==> config.mk <==
export PLATFORM = sky130hd
export DESIGN_NAME = rilrt_top
export DESIGN_NICKNAME = d
export VERILOG_FILES = /design/src/verilog/rilrt_pkg.sv /design/src/verilog/rilrt_tick.sv /design/src/verilog/rilrt_top.sv
export VERILOG_INCLUDE_DIRS = /design/src /design/src/verilog
export SDC_FILE = /design/constraint.sdc
export NUM_CORES = 1
export LEC_CHECK = 0
export BUFFER_PORTS_ARGS = -buffer_cell sky130_fd_sc_hd__buf_2
export CAP_MARGIN = 15
export CORE_MARGIN = 4
export CORE_UTILIZATION = 54
export DETAILED_ROUTE_END_ITERATION = 16
export PLACE_DENSITY_LB_ADDON = 0.2
export SETUP_SLACK_MARGIN = 0.05
export SKIP_CTS_REPAIR_TIMING = 1
export SYNTH_ARGS = -nofsm -noshare
export SYNTH_HDL_FRONTEND = slang
export SYNTH_SLANG_ARGS = --single-unit
==> constraint.sdc <==
create_clock -name aclk -period 2.5 [get_ports aclk]
set_clock_uncertainty 0.2 [all_clocks]
set_input_delay 0.25 -clock aclk [delete_from_list [all_inputs] [get_ports aclk]]
set_output_delay 0.25 -clock aclk [all_outputs]
set_load 0.01 [all_outputs]
==> src/verilog/rilrt_cfg.svh <==
// Constants of the restart interlock reset timer
// Operation
// - After a protective trip or power-up with the restart lock enabled, both safety outputs stay off until a valid reset unlocks them.
// - The red indicator is lit for as long as the safety outputs are held off.
// - The yellow indicator is lit while the field is clear and the restart lock is enabled and pending.
// - A press lasting 0.15 s to under 4 s that ends with release unlocks to the ON state.
// - A press that has lasted 4 s is discarded, even when released later.
// - A reset input held for 30 s without a break counts as stuck high and forces the fault interlock.
// - With a clear field and no lock pending, green is lit and both safety outputs are on.
// - The combined pin reads the button as reset request and drives the lamp as the inverse of the outputs.
`ifndef RILRT_CFG_SVH
`define RILRT_CFG_SVH

// ----------------------------------------
// Time base
// ----------------------------------------
`define RILRT_CLK_MHZ 250
`define RILRT_TICK_MS 1
`define RILRT_TICK_CYCLES ((`RILRT_TICK_MS) * 1000 * (`RILRT_CLK_MHZ))
`define RILRT_SLOT_CYCLES 16
`define RILRT_TICK_CW 20

// ----------------------------------------
// Press limits
// ----------------------------------------
`define RILRT_MIN_PRESS_MS 150
`define RILRT_MAX_PRESS_MS 4000
`define RILRT_STUCK_MS 30000
`define RILRT_MIN_PRESS_TICKS ((`RILRT_MIN_PRESS_MS + `RILRT_TICK_MS - 1) / `RILRT_TICK_MS)
`define RILRT_MAX_PRESS_TICKS (`RILRT_MAX_PRESS_MS / `RILRT_TICK_MS)
`define RILRT_STUCK_TICKS (`RILRT_STUCK_MS / `RILRT_TICK_MS)
`define RILRT_PRESS_W 15

// ----------------------------------------
// Register map
// ----------------------------------------
`define RILRT_AW 8
`define RILRT_OFS_CTRL 8'h00
`define RILRT_OFS_STATUS 8'h04
`define RILRT_OFS_IRQ_STAT 8'h08
`define RILRT_OFS_IRQ_MASK 8'h0C
`define RILRT_OFS_PRESS 8'h10
`define RILRT_RESP_OKAY 2'h0
`define RILRT_RESP_SLVERR 2'h2
`define RILRT_CTRL_FORCE_BIT 0
`define RILRT_IRQ_W 4
`define RILRT_IRQ_TRIP 0
`define RILRT_IRQ_UNLOCK 1
`define RILRT_IRQ_IGNORED 2
`define RILRT_IRQ_FAULT 3
`define RILRT_ST_SAFETY_SWITCH_OUTPUT_BIT 2
`define RILRT_ST_LOCKEN_BIT 3
`define RILRT_ST_FIELD_BIT 4
`define RILRT_ST_BTN_BIT 5

`endif

==> src/verilog/rilrt_pkg.sv <==
// Types of the restart interlock reset timer
`include "rilrt_cfg.svh"
package rilrt_pkg;
	typedef enum logic [1:0] {RILRT_LOCKED, RILRT_ON, RILRT_FAULT} rilrt_state_t;

	typedef struct packed {
		rilrt_state_t state;
		logic btn_s1;
		logic btn_s2;
		logic cfg_s1;
		logic cfg_s2;
		logic btn;
		logic cfg;
		logic [`RILRT_PRESS_W-1:0] press;
		logic [`RILRT_PRESS_W-1:0] last_press;
		logic safety_switch_output;
		logic yellow;
		logic ctrl_force;
		logic [`RILRT_IRQ_W-1:0] irq_stat;
		logic [`RILRT_IRQ_W-1:0] irq_mask;
		logic aw_ok;
		logic [`RILRT_AW-1:0] awaddr;
		logic w_ok;
		logic [31:0] wdata;
		logic [3:0] wstrb;
		logic bvalid;
		logic [1:0] bresp;
		logic rvalid;
		logic [31:0] rdata;
		logic [1:0] rresp;
	} rilrt_top_st_t;

	typedef struct packed {
		logic [`RILRT_TICK_CW-1:0] cnt;
	} rilrt_tick_st_t;
endpackage

==> src/verilog/rilrt_tick.sv <==
// Millisecond time base and pin release slot
`timescale 1ns/1ns
`default_nettype none
`include "rilrt_cfg.svh"
module rilrt_tick #(
	parameter int TICK_CYCLES = `RILRT_TICK_CYCLES,
	parameter int SLOT_CYCLES = `RILRT_SLOT_CYCLES
) (
	input wire logic aclk,
	input wire logic aresetn,
	output logic tick,
	output logic release_slot
);
	import rilrt_pkg::*;

	rilrt_tick_st_t st_ff;
	rilrt_tick_st_t nxt_st;

	// ----------------------------------------
	// Divider
	// ----------------------------------------
	always_comb begin
		nxt_st = st_ff;
		if (st_ff.cnt == `RILRT_TICK_CW'(TICK_CYCLES - 1)) begin
			nxt_st.cnt = '0;
		end else begin
			nxt_st.cnt = st_ff.cnt + `RILRT_TICK_CW'(1);
		end
	end

	always_ff @(posedge aclk) begin
		if (!aresetn) begin
			st_ff <= '0;
		end else begin
			st_ff <= nxt_st;
		end
	end

	// Sample at the slot end, after the synchroniser has settled
	assign tick = (st_ff.cnt == `RILRT_TICK_CW'(TICK_CYCLES - 1));
	assign release_slot = (st_ff.cnt >= `RILRT_TICK_CW'(TICK_CYCLES - SLOT_CYCLES));
endmodule // rilrt_tick
`default_nettype wire

==> src/verilog/rilrt_top.sv <==
// Restart interlock with reset button timer and AXI4-Lite registers
//
// Our own choices: the placing of the registers and register access over AXI4-Lite.
`timescale 1ns/1ns
`default_nettype none
`include "rilrt_cfg.svh"
module rilrt_top #(
	parameter int TICK_CYCLES = `RILRT_TICK_CYCLES
) (
	input wire logic aclk,
	input wire logic aresetn,
	input wire logic [`RILRT_AW-1:0] s_axi_awaddr,
	input wire logic [2:0] s_axi_awprot,
	input wire logic s_axi_awvalid,
	output logic s_axi_awready,
	input wire logic [31:0] s_axi_wdata,
	input wire logic [3:0] s_axi_wstrb,
	input wire logic s_axi_wvalid,
	output logic s_axi_wready,
	output logic [1:0] s_axi_bresp,
	output logic s_axi_bvalid,
	input wire logic s_axi_bready,
	input wire logic [`RILRT_AW-1:0] s_axi_araddr,
	input wire logic [2:0] s_axi_arprot,
	input wire logic s_axi_arvalid,
	output logic s_axi_arready,
	output logic [31:0] s_axi_rdata,
	output logic [1:0] s_axi_rresp,
	output logic s_axi_rvalid,
	input wire logic s_axi_rready,
	input wire logic field_clear,
	input wire logic restart_lock_config_input,
	input wire logic button_in_lamp_out_pin_in,
	output logic button_in_lamp_out_pin_out,
	output logic button_in_lamp_out_pin_oe_n,
	output logic safety_switch_output_a,
	output logic safety_switch_output_b,
	output logic main_status_indicator,
	output logic lock_red_indicator,
	output logic ready_yellow_indicator,
	output logic irq
);
	import rilrt_pkg::*;

	localparam int PW = `RILRT_PRESS_W;
	localparam logic [PW-1:0] MIN_T = PW'(`RILRT_MIN_PRESS_TICKS);
	localparam logic [PW-1:0] MAX_T = PW'(`RILRT_MAX_PRESS_TICKS);
	localparam logic [PW-1:0] STUCK_T = PW'(`RILRT_STUCK_TICKS);

	// ----------------------------------------
	// Elaboration checks
	// ----------------------------------------
	if (TICK_CYCLES <= `RILRT_SLOT_CYCLES + 2 || TICK_CYCLES > (1 << `RILRT_TICK_CW)) begin : g_bad_tick
		$error("tick period out of range");
	end
	if (`RILRT_STUCK_TICKS >= (1 << `RILRT_PRESS_W)) begin : g_bad_press
		$error("press counter too narrow");
	end

	// Register index, shared by read and write decode
	function automatic logic [2:0] reg_idx(input logic [`RILRT_AW-1:0] a);
		unique case (a)
			`RILRT_OFS_CTRL: reg_idx = 3'h0;
			`RILRT_OFS_STATUS: reg_idx = 3'h1;
			`RILRT_OFS_IRQ_STAT: reg_idx = 3'h2;
			`RILRT_OFS_IRQ_MASK: reg_idx = 3'h3;
			`RILRT_OFS_PRESS: reg_idx = 3'h4;
			default: reg_idx = 3'h7;
		endcase
	endfunction

	rilrt_top_st_t st_ff;
	rilrt_top_st_t nxt_st;
	logic tick;
	logic release_slot;
	logic lock_en;
	logic valid_press;
	logic ignored_press;
	logic stuck;
	logic [`RILRT_IRQ_W-1:0] irq_set;
	logic [`RILRT_IRQ_W-1:0] irq_clr;
	logic do_write;

	rilrt_tick #(
		.TICK_CYCLES(TICK_CYCLES),
		.SLOT_CYCLES(`RILRT_SLOT_CYCLES)
	) u_tick (
		.aclk(aclk),
		.aresetn(aresetn),
		.tick(tick),
		.release_slot(release_slot)
	);

	// Software may force the lock on, never off
	assign lock_en = st_ff.cfg | st_ff.ctrl_force;
	assign valid_press = tick && !st_ff.btn && st_ff.press >= MIN_T && st_ff.press < MAX_T;
	assign ignored_press = tick && !st_ff.btn && st_ff.press >= MAX_T;
	assign stuck = tick && st_ff.btn && st_ff.press == STUCK_T - PW'(1);
	assign do_write = st_ff.aw_ok && st_ff.w_ok && !st_ff.bvalid;

	// ----------------------------------------
	// Next state
	// ----------------------------------------
	always_comb begin
		nxt_st = st_ff;
		irq_set = '0;
		irq_clr = '0;
		// Two-flop synchronisers for the pins
		nxt_st.btn_s1 = button_in_lamp_out_pin_in;
		nxt_st.btn_s2 = st_ff.btn_s1;
		nxt_st.cfg_s1 = restart_lock_config_input;
		nxt_st.cfg_s2 = st_ff.cfg_s1;
		if (tick) begin
			// Pin is released here, so the lamp does not mask the button
			nxt_st.btn = st_ff.btn_s2;
			nxt_st.cfg = st_ff.cfg_s2;
			if (st_ff.btn) begin
				if (st_ff.press != STUCK_T) begin
					nxt_st.press = st_ff.press + PW'(1);
				end
			end else begin
				if (st_ff.press != '0) begin
					nxt_st.last_press = st_ff.press;
				end
				nxt_st.press = '0;
			end
		end
		if (ignored_press) begin
			irq_set[`RILRT_IRQ_IGNORED] = 1'b1;
		end
		unique case (st_ff.state)
			RILRT_LOCKED: begin
				if (stuck) begin
					nxt_st.state = RILRT_FAULT;
					irq_set[`RILRT_IRQ_FAULT] = 1'b1;
				end else if (!lock_en) begin
					nxt_st.state = RILRT_ON;
				end else if (valid_press && field_clear) begin
					nxt_st.state = RILRT_ON;
					irq_set[`RILRT_IRQ_UNLOCK] = 1'b1;
				end
			end
			RILRT_ON: begin
				if (stuck) begin
					nxt_st.state = RILRT_FAULT;
					irq_set[`RILRT_IRQ_FAULT] = 1'b1;
				end else if (!field_clear && lock_en) begin
					nxt_st.state = RILRT_LOCKED;
					irq_set[`RILRT_IRQ_TRIP] = 1'b1;
				end
			end
			RILRT_FAULT: begin
				// Only a reset leaves the fault interlock
				nxt_st.state = RILRT_FAULT;
			end
		endcase
		nxt_st.safety_switch_output = (st_ff.state == RILRT_ON) && field_clear && !stuck;
		nxt_st.yellow = field_clear && lock_en && st_ff.state == RILRT_LOCKED;

		// AXI4-Lite write
		if (s_axi_awvalid && !st_ff.aw_ok) begin
			nxt_st.aw_ok = 1'b1;
			nxt_st.awaddr = s_axi_awaddr;
		end
		if (s_axi_wvalid && !st_ff.w_ok) begin
			nxt_st.w_ok = 1'b1;
			nxt_st.wdata = s_axi_wdata;
			nxt_st.wstrb = s_axi_wstrb;
		end
		if (do_write) begin
			nxt_st.aw_ok = 1'b0;
			nxt_st.w_ok = 1'b0;
			nxt_st.bvalid = 1'b1;
			nxt_st.bresp = `RILRT_RESP_OKAY;
			unique case (reg_idx(st_ff.awaddr))
				3'h0: begin
					if (st_ff.wstrb[0]) begin
						nxt_st.ctrl_force = st_ff.wdata[`RILRT_CTRL_FORCE_BIT];
					end
				end
				3'h2: begin
					if (st_ff.wstrb[0]) begin
						irq_clr = st_ff.wdata[`RILRT_IRQ_W-1:0];
					end
				end
				3'h3: begin
					if (st_ff.wstrb[0]) begin
						nxt_st.irq_mask = st_ff.wdata[`RILRT_IRQ_W-1:0];
					end
				end
				3'h1, 3'h4: begin
				end
				default: nxt_st.bresp = `RILRT_RESP_SLVERR;
			endcase
		end else if (st_ff.bvalid && s_axi_bready) begin
			nxt_st.bvalid = 1'b0;
		end
		// Set beats a same-cycle clear
		nxt_st.irq_stat = (st_ff.irq_stat & ~irq_clr) | irq_set;

		// AXI4-Lite read
		if (s_axi_arvalid && !st_ff.rvalid) begin
			nxt_st.rvalid = 1'b1;
			nxt_st.rresp = `RILRT_RESP_OKAY;
			nxt_st.rdata = '0;
			unique case (reg_idx(s_axi_araddr))
				3'h0: nxt_st.rdata[`RILRT_CTRL_FORCE_BIT] = st_ff.ctrl_force;
				3'h1: begin
					nxt_st.rdata[1:0] = st_ff.state;
					nxt_st.rdata[`RILRT_ST_SAFETY_SWITCH_OUTPUT_BIT] = st_ff.safety_switch_output;
					nxt_st.rdata[`RILRT_ST_LOCKEN_BIT] = lock_en;
					nxt_st.rdata[`RILRT_ST_FIELD_BIT] = field_clear;
					nxt_st.rdata[`RILRT_ST_BTN_BIT] = st_ff.btn;
				end
				3'h2: nxt_st.rdata[`RILRT_IRQ_W-1:0] = st_ff.irq_stat;
				3'h3: nxt_st.rdata[`RILRT_IRQ_W-1:0] = st_ff.irq_mask;
				3'h4: nxt_st.rdata[PW-1:0] = st_ff.last_press;
				default: nxt_st.rresp = `RILRT_RESP_SLVERR;
			endcase
		end else if (st_ff.rvalid && s_axi_rready) begin
			nxt_st.rvalid = 1'b0;
		end
	end

	// Reset lands in the locked state: power loss counts as a trip
	always_ff @(posedge aclk) begin
		if (!aresetn) begin
			st_ff <= '0;
			// Lock assumed on until the config pin is first sampled
			st_ff.cfg <= 1'b1;
		end else begin
			st_ff <= nxt_st;
		end
	end

	// ----------------------------------------
	// Outputs
	// ----------------------------------------
	assign s_axi_awready = !st_ff.aw_ok;
	assign s_axi_wready = !st_ff.w_ok;
	assign s_axi_bvalid = st_ff.bvalid;
	assign s_axi_bresp = st_ff.bresp;
	assign s_axi_arready = !st_ff.rvalid;
	assign s_axi_rvalid = st_ff.rvalid;
	assign s_axi_rdata = st_ff.rdata;
	assign s_axi_rresp = st_ff.rresp;
	assign safety_switch_output_a = st_ff.safety_switch_output;
	assign safety_switch_output_b = st_ff.safety_switch_output;
	assign main_status_indicator = st_ff.safety_switch_output;
	assign lock_red_indicator = !st_ff.safety_switch_output;
	assign ready_yellow_indicator = st_ff.yellow;
	assign button_in_lamp_out_pin_out = !st_ff.safety_switch_output;
	assign button_in_lamp_out_pin_oe_n = release_slot;
	assign irq = |(st_ff.irq_stat & st_ff.irq_mask);
endmodule // rilrt_top
`default_nettype wire
==> flow_summary.yaml, run 1 <==
power_and_ir_drop:
  p_switching_mw: 0.809
  power_frac_clock_pct: 35.1
  ir_drop_mv: 0.325
  p_leak_nw: 2.28
  pwr_density_cell_nw_per_um2: 545
  power.internal_mw: 2.31
  p_seq_share_pct: 54.9
  combPwrFrac_pct: 10.0
  sw_frac_of_total_pct: 25.9
grt:
  grt_max_degree: 48
  grt_usage_pct: 18.4
  antenna_found_initial: 0
  grt_pass1_wl_um: 17100
  first_global_vias: 3726
  grt_overflow_total: 0
sta:
  hold_viol: 0
  slew_headroom_pct: 64.9
  rsz0062_at_grt: "false"
  setup-violations-final: 0
  period_needed_ns: 2.30
  max_freq_mhz: 435
  tns_ns: 0
  finalMaxSlewViolations: 0
  finalWorstSetupSlack_ns: 0.202
  min_period_over_period_pct: 91.9
  max_slew.worst_pin.slew_ns: 0.525
yosys:
  syn_area_um2: 5110
  synthCells: 568
  ys.flop_type: "dfxtp_1"
  synth.avg_cell_area_um2: 9.00
  synthArstFlopShare_pct: 0
  ys_types: 55
  synth-seq-cells: 103
  ys_seq_area_share_pct: 40.3
  yosys_warnings: 0
  synth-edff-count: 0
setup_path:
  cp_data_arrival_time_ns: 2.40
  endpoint_kind: "register"
  crit_type: "reg -> reg"
  ff2ff_setup_slack_ns: 0.20
  critical_path.max_fanout: 8
  critPathLaunchType: "register"
  required_ns: 2.60
finish:
  final_cell_mix: "103 x dfxtp_1, 60 x buf_2, 54 x nor2b_1"
  stdcell_area_um2: 5730
  layout_commonest_cell: "dfxtp_1"
  diodes: 0
  fin_nets: 700
  nFillCells: 812
  area_delta_synth_final_pct: 12.0
  layout-drive-gt1-share_pct: 16.2
cts:
  htree_levels: 3
  path_clk_slew_ns: 0.10
  cts.sinks: 103
  root_buffer: "clkbuf_8"
  cts_max_path_buffers: 2
  tritoncts: "done"
  cts_made_buffers: 9
  clk_latency_ns: 0.38
placed_design:
  place_area_um2: 5290
  place_ws_ns: 0.148
  gp_congestion: 0.875
  numPortBuffers: 60
  hpwl_um: 7380
drt:
  via_per_inst: 5.24
  wire_per_inst_um: 13.5
  dr.pass1.iters: 4
  num_vias: 3970
  drtAntennaViolNets: 0
  drt_wl_total_um: 10200
  drt_iter0_markers: 174
  drc: 0
floorplan:
  pin_count: 117
  die_width_um: 105
  floorplan.initialDensity_pct: 55.3
  core_area_um2: 9240
  floorplan.rows: 35
  die_h_um: 105
  die_area_um2: 11100
flow_run:
  max_cap_violations: 0
outcome:
  status: "complete, no violations"
hold_path:
  min_path_type: "in -> reg"
[through the flow]
stage               hold slack, ns  power [mW]  utilization (%)  cells
floorplan                    0.166        1.98                -    586
global placement             0.222        2.03             57.3    721
detailed placement           0.222        2.03             57.3    721
CTS                         -0.129        3.12             59.5    737
global route                 0.109        3.26             62.0    758
finish                      0.0912        3.12             62.0    758
[synthesized netlist by cell type (14+ instances only)]
cell,n,area [um2]
nor2b_1,54,338
xnor2_1,14,123
inv_1,20,75.1
o21ai_0,23,115
nor2_1,45,169
nor3_1,15,75.1
dfxtp_1,103,2060
mux2i_1,33,330
a22oi_1,18,135
nand2_1,30,113
nand3_1,19,95.1
buf_4,41,308
[worst paths after layout]
kind,from,end,cells past startpoint
max,u_tick.st_ff[0],st_ff[120],6
min,aresetn,st_ff[132],2
min reg2reg,nxt_st[127],st_ff[127],1
max reg2reg,u_tick.st_ff[0],st_ff[120],6
[metal layers]
layer	vias up	GRT usage, %	wire length [um]
met2	78	31.2	4820
met4	0	4.50	97
met3	10	4.84	445
li1	2037	-	-
met5	-	0	0
met1	1845	23.2	4860
[flip-flops by register name, indices dropped and copies added (netlist names)]
signal / count
ready_yellow_indicator: 1
s_axi_rdata: 15
s_axi_bresp: 1
s_axi_rresp: 1
s_axi_rvalid: 1
u_tick.st_ff: 20
nxt_st: 2
st_ff: 60
main_status_indicator: 1
s_axi_bvalid: 1
[critical path, cell delays in order, from the launching register on]
cell	delay [ns]
dfxtp_1	0.40
ha_1	0.21
and3_1	0.22
nand4_1	0.12
or4_4	0.59
or3_1	0.34
a21oi_1	0.15
[power groups by stage]
stage / clock [mW] / sequential [mW] / combinational, mW
floorplan: 0 / 1.74 / 0.234
global placement: 0 / 1.75 / 0.280
detailed placement: 0 / 1.75 / 0.286
CTS: 1.13 / 1.71 / 0.287
global route: 1.19 / 1.72 / 0.351
finish: 1.10 / 1.71 / 0.313
[cell type report]
cell class	count	area (um2)	share of cell area, %
Clock inverter	7	86.3	1.51
Timing Repair Buffer	93	613	10.7
Multi-Input combinational cell	397	2610	45.5
Inverter	20	75.1	1.31
Clock buffer	9	124	2.16
Tap cell	129	161	2.82
Sequential cell	103	2060	36.0
[cell families (layout without fill, tap and decap cells)]
family	Yosys count	in the layout	synth area share (%)
xor gates and xnor gates	20	20	3.43
adders and majority gates	8	8	1.96
other	1	19	0.0733
muxes	34	34	6.90
AOI/OAI and AO/OA	88	88	11.6
DFF	103	103	40.3
buffers and inverters	86	129	10.4
and+or+nand+nor	228	228	25.3
Note: power is estimated with default switching activity, not from simulation.
==> run 2: changes to the inputs <==
Settings changed: BUFFER_PORTS_ARGS -buffer_cell sky130_fd_sc_hd__buf_2 to -buffer_cell sky130_fd_sc_hd__buf_4.
==> run 2 against run 1 <==
Net effect: the flow now finishes with violations (hold timing); fmax barely moved; via count grew 1.8%; critical path depth is the same; core utilization rose by 1.3 points; routed wire length up 3.0%.
==> flow_summary.yaml, run 2 (synthesized netlist as in run 1, its figures left out) <==
cts:
  path_clk_slew_ns: 0.10
  htree_levels: 3
  tritoncts: "done"
  root_buffer: "clkbuf_8"
  cts_made_buffers: 9
  cts.sinks: 103
  cts_max_path_buffers: 2
  clk_latency_ns: 0.37
placed_design:
  hpwl_um: 7460
  numPortBuffers: 60
  gp_congestion: 0.873
  place_area_um2: 5440
drt:
  via_per_inst: 5.35
  met2WireLength_um: 5060
  wire_per_inst_um: 13.9
  met3_length_um: 444
  dr.max_layer_used: "met4"
  drtAntennaViolNets: 0
  dr.pass1.iters: 4
  met1_length_um: 4950
  drt_iter0_markers: 202
  drt_wl_total_um: 10500
  num_vias: 4042
  drc: 0
sta:
  max_freq_mhz: 435
  period_needed_ns: 2.30
  slew_headroom_pct: 66.1
  whs_ns: -0.0485
  rsz0062_at_grt: "true"
  hold_viol: 3
  max_slew.worst_pin.slew_ns: 0.507
  setup-violations-final: 0
  finalMaxSlewViolations: 0
  min_period_over_period_pct: 91.9
  tns_ns: 0
setup_path:
  critPathLaunchType: "register"
  crit_path_max_incr_delay_ns: 0.49
  crit_buf_inv: 0
  worstReg2RegEnd: "st_ff[132]"
  crit_top_cell: "a211o_1"
  critPathTopFamily: "compound AO/OA/AOI/OAI gates"
  crit_type: "reg -> reg"
  critical_path.max_fanout: 8
  r2r_start: "st_ff[111]"
  cp_data_arrival_time_ns: 2.35
  setup.worst_path.start: "st_ff[111]"
  path_cells: "ha_1, o21ai_0, a211o_1, a211o_1, o311a_1, o31a_1"
  endpoint: "st_ff[132]"
  crit_slowest_cell: "dfxtp_1"
  cp_num_cells: 6
  required_ns: 2.55
  ff2ff_setup_slack_ns: 0.20
  r2r_cells: 6
  endpoint_kind: "register"
grt:
  grt_max_degree: 55
  first_global_vias: 3827
  grt_pass1_wl_um: 17500
  antenna_found_initial: 0
  grt_usage_pct: 18.6
  grt_overflow_total: 0
power_and_ir_drop:
  pwr_density_cell_nw_per_um2: 537
  power.internal_mw: 2.35
  p_switching_mw: 0.790
  sw_frac_of_total_pct: 25.2
  p_leak_nw: 2.31
  combPwrFrac_pct: 10.7
  power_frac_clock_pct: 34.8
  ir_drop_mv: 0.340
  p_seq_share_pct: 54.5
hold_path:
  min_path_type: "in -> reg"
finish:
  area_delta_synth_final_pct: 14.3
  layout-drive-gt1-share_pct: 16.1
  regMostFlops: "st_ff"
  diodes: 0
  final_cell_mix: "103 x dfxtp_1, 71 x buf_4, 54 x nor2b_1"
  stdcell_area_um2: 5850
  layout_commonest_cell: "dfxtp_1"
  largest_reg_flops: 60
  fin_nets: 698
flow_run:
  max_cap_violations: 0
outcome:
  violations: "hold timing"
  status: "finished, violations left"
floorplan:
  floorplan.rows: 35
  die_h_um: 105
  core_area_um2: 9240
  floorplan.initialDensity_pct: 55.3
  pin_count: 117
  die_width_um: 105
  die_area_um2: 11100
run 2: cell count changes in the layout (fill, tap and decap cells not counted):
cell,change
clkbuf_8,+1
buf_4,+60
nor4b_2,-1
nor4b_1,+1
o211ai_2,+1
inv_8,-1
buf_2,-60
o211ai_4,-1
dlygate4sd3_1,-2
run 2: metal layers:
| metal | global-route usage, % | up-vias |
|---|---|---|
| met1 | 23.5 | 1915 |
| li1 | - | 2034 |
| met4 | 5.44 | 0 |
| met3 | 3.98 | 8 |
| met2 | 32.0 | 85 |
| met5 | 0 | - |
run 2: stage by stage:
| stage | power (mW) | util [%] | worst slack (ns) | cells |
|---|---|---|---|---|
| finish | 3.14 | 63.3 | 0.202 | 756 |
| global route | 3.28 | 63.3 | 0.0473 | 756 |
| CTS | 3.15 | 61.2 | 0.171 | 737 |
| detailed placement | 2.06 | 58.9 | 0.192 | 721 |
| global placement | 2.05 | 58.9 | 0.237 | 721 |
| floorplan | 1.98 | - | 0.261 | 586 |
run 2: worst min-delay path by stage:
stage / startpoint / cells past startpoint / slack (ns) / end
floorplan: s_axi_wvalid / 2 / 0.17 / st_ff[74]
global placement: nxt_st[127] / 1 / 0.22 / st_ff[127]
detailed placement: nxt_st[127] / 1 / 0.23 / st_ff[127]
CTS: s_axi_wvalid / 3 / -0.12 / st_ff[74]
global route: field_clear / 3 / 0.0003 / main_status_indicator
finish: s_axi_awaddr[2] / 3 / -0.05 / st_ff[77]
run 2: final cells by class:
| class | instances | area [um2] |
|---|---|---|
| timing repair buffer | 91 | 743 |
| clock buffer | 10 | 138 |
| multi-input combinational | 397 | 2590 |
| sequential | 103 | 2060 |
| inverter | 20 | 75.1 |
| fill | 797 | 3390 |
| clock inverter | 6 | 75.1 |
| tap | 129 | 161 |
run 2: power groups by stage:
| stage | sequential [mW] | clock, mW | combinational, mW |
|---|---|---|---|
| global route | 1.72 | 1.18 | 0.375 |
| floorplan | 1.74 | 0 | 0.234 |
| detailed placement | 1.75 | 0 | 0.308 |
| CTS | 1.71 | 1.13 | 0.311 |
| global placement | 1.75 | 0 | 0.300 |
| finish | 1.71 | 1.09 | 0.336 |
run 2: worst min-delay path, delay by kind of cell:
family,cells,cell delay (ns)
buffers and inverters,1,0.08
AND/OR/NAND/NOR,1,0.10
multiplexers,1,0.05
==> run 3: changes to the inputs <==
Settings changed: CTS_CLUSTER_DIAMETER from default to 100, PLACE_DENSITY from default to 0.84, PLACE_DENSITY_LB_ADDON 0.2 to default, REMOVE_ABC_BUFFERS from default to 1.
==> run 3 against run 2 <==
Net effect: the run still ends with hold timing left; non-clock buffer count did not move; cell area rose by 0.19%; count of clock-buffer cells in the layout fell by 1; hold slack improved by 0.0088 ns; combinational power rose by 1%; die area did not move; routed wire length rose by 6.8%.
==> flow_summary.yaml, run 3 (synthesized netlist as in run 1, its figures left out) <==
outcome:
  status: "finished, violations left"
  violations: "hold timing"
floorplan:
  pin_count: 117
  floorplan.initialDensity_pct: 55.3
  core_area_um2: 9240
  die_area_um2: 11100
  die_width_um: 105
  floorplan.rows: 35
  die_h_um: 105
finish:
  layout-drive-gt1-share_pct: 15.9
  diodes: 0
  fin_nets: 698
  largest_reg_flops: 60
  final_cell_mix: "103 x dfxtp_1, 70 x buf_4, 54 x nor2b_1"
  regMostFlops: "st_ff"
  area_delta_synth_final_pct: 14.6
  layout_commonest_cell: "dfxtp_1"
drt:
  dr.pass1.iters: 5
  via_per_inst: 5.45
  wire_per_inst_um: 14.9
  drtAntennaViolNets: 0
  drt_iter0_markers: 374
  num_vias: 4118
  drt_wl_total_um: 11300
  drc: 0
grt:
  grt_overflow_total: 0
  grt_usage_pct: 19.7
  grt_pass1_wl_um: 18300
  antenna_found_initial: 0
  first_global_vias: 3967
  grt_max_degree: 62
cts:
  cts_made_buffers: 9
  tritoncts: "done"
  root_buffer: "clkbuf_8"
  cts_max_path_buffers: 2
  htree_levels: 3
  path_clk_slew_ns: 0.11
  cts.sinks: 103
  clk_latency_ns: 0.37
setup_path:
  setup.worst_path.start: "u_tick.st_ff[1]"
  critPathLaunchType: "register"
  required_ns: 2.61
  crit_type: "reg -> reg"
  endpoint_kind: "register"
  r2r_cells: 6
  cp_data_arrival_time_ns: 2.43
  critical_path.max_fanout: 8
  r2r_start: "u_tick.st_ff[1]"
sta:
  finalWorstSetupSlack_ns: 0.178
  setup-violations-final: 0
  whs_ns: -0.0397
  tns_ns: 0
  period_needed_ns: 2.32
  max_freq_mhz: 431
  hold_viol: 2
  min_period_over_period_pct: 92.9
  rsz0062_at_grt: "false"
  slew_headroom_pct: 30.6
  finalMaxSlewViolations: 0
  max_slew.worst_pin.slew_ns: 1.03
placed_design:
  hpwl_um: 7760
  numPortBuffers: 60
  gp_congestion: 0.819
  place_ws_ns: 0.164
power_and_ir_drop:
  power_frac_clock_pct: 35.2
  pwr_density_cell_nw_per_um2: 540
  power.internal_mw: 2.33
  combPwrFrac_pct: 10.8
  p_leak_nw: 2.30
  p_switching_mw: 0.831
  ir_drop_mv: 0.305
  p_seq_share_pct: 54.1
  sw_frac_of_total_pct: 26.3
flow_run:
  max_cap_violations: 0
hold_path:
  hp-start: "s_axi_wdata[1]"
  min_path_type: "in -> reg"
  worstHoldPathCells: 3
[run 3: cell count changes in the layout (fill, tap and decap cells not counted)]
cell | previous run | this run
dlygate4sd3_1 | 19 | 20
inv_8 | 1 | 3
o211ai_4 | 0 | 1
o211ai_2 | 1 | 0
clkbuf_8 | 10 | 9
inv_6 | 2 | 1
buf_4 | 71 | 70
[run 3: final timing paths]
| check | slack [ns] | to |
|---|---|---|
| setup / recovery | 0.18 | st_ff[122] |
| hold / removal | -0.04 | st_ff[43] |
| setup reg to reg | 0.18 | st_ff[122] |
| hold reg to reg | 0.25 | st_ff[127] |
[run 3: power groups by stage]
stage | logic (mW) | clock network [mW] | registers (mW)
finish | 0.341 | 1.11 | 1.71
global route | 0.376 | 1.19 | 1.72
CTS | 0.313 | 1.13 | 1.71
detailed placement | 0.311 | 0 | 1.75
floorplan | 0.181 | 0 | 1.75
global placement | 0.298 | 0 | 1.75
[run 3: routing by layer]
metal,share of wire (%),track usage [%],vias to the layer above,routed length (um)
met3,3.9,3.31,26,438
met2,51,33.5,104,5740
met4,2.4,8.72,0,266
met5,0,0,-,0
li1,-,-,2028,-
met1,43,24.5,1960,4810
[run 3: through the flow]
stage          std cells  power (mW)  instance area, um2  util [%]
6_report             756        3.17                5860      63.4
5_1_grt              756        3.28                5860      63.4
4_1_cts              734        3.15                5630      60.9
3_5_place_dp         718        2.06                5420      58.6
3_3_place_gp         718        2.04                5420      58.6
2_1_floorplan        520        1.93                4730         -
[run 3: critical path, stage by stage, from the launching register on]
cell and delay [ns]:
dfxtp_1 0.41, ha_1 0.22, and3_1 0.21, nand4_1 0.14, or4_4 0.60, or3_1 0.34, a21oi_1 0.14
[run 3: layout make-up]
type / count / area, um2
Fill cell: 742 / 3380
Sequential cell: 103 / 2060
Clock buffer: 9 / 124
Inverter: 20 / 75.1
Timing Repair Buffer: 91 / 746
Multi-Input combinational cell: 397 / 2600
Tap cell: 129 / 161
Clock inverter: 7 / 88.8
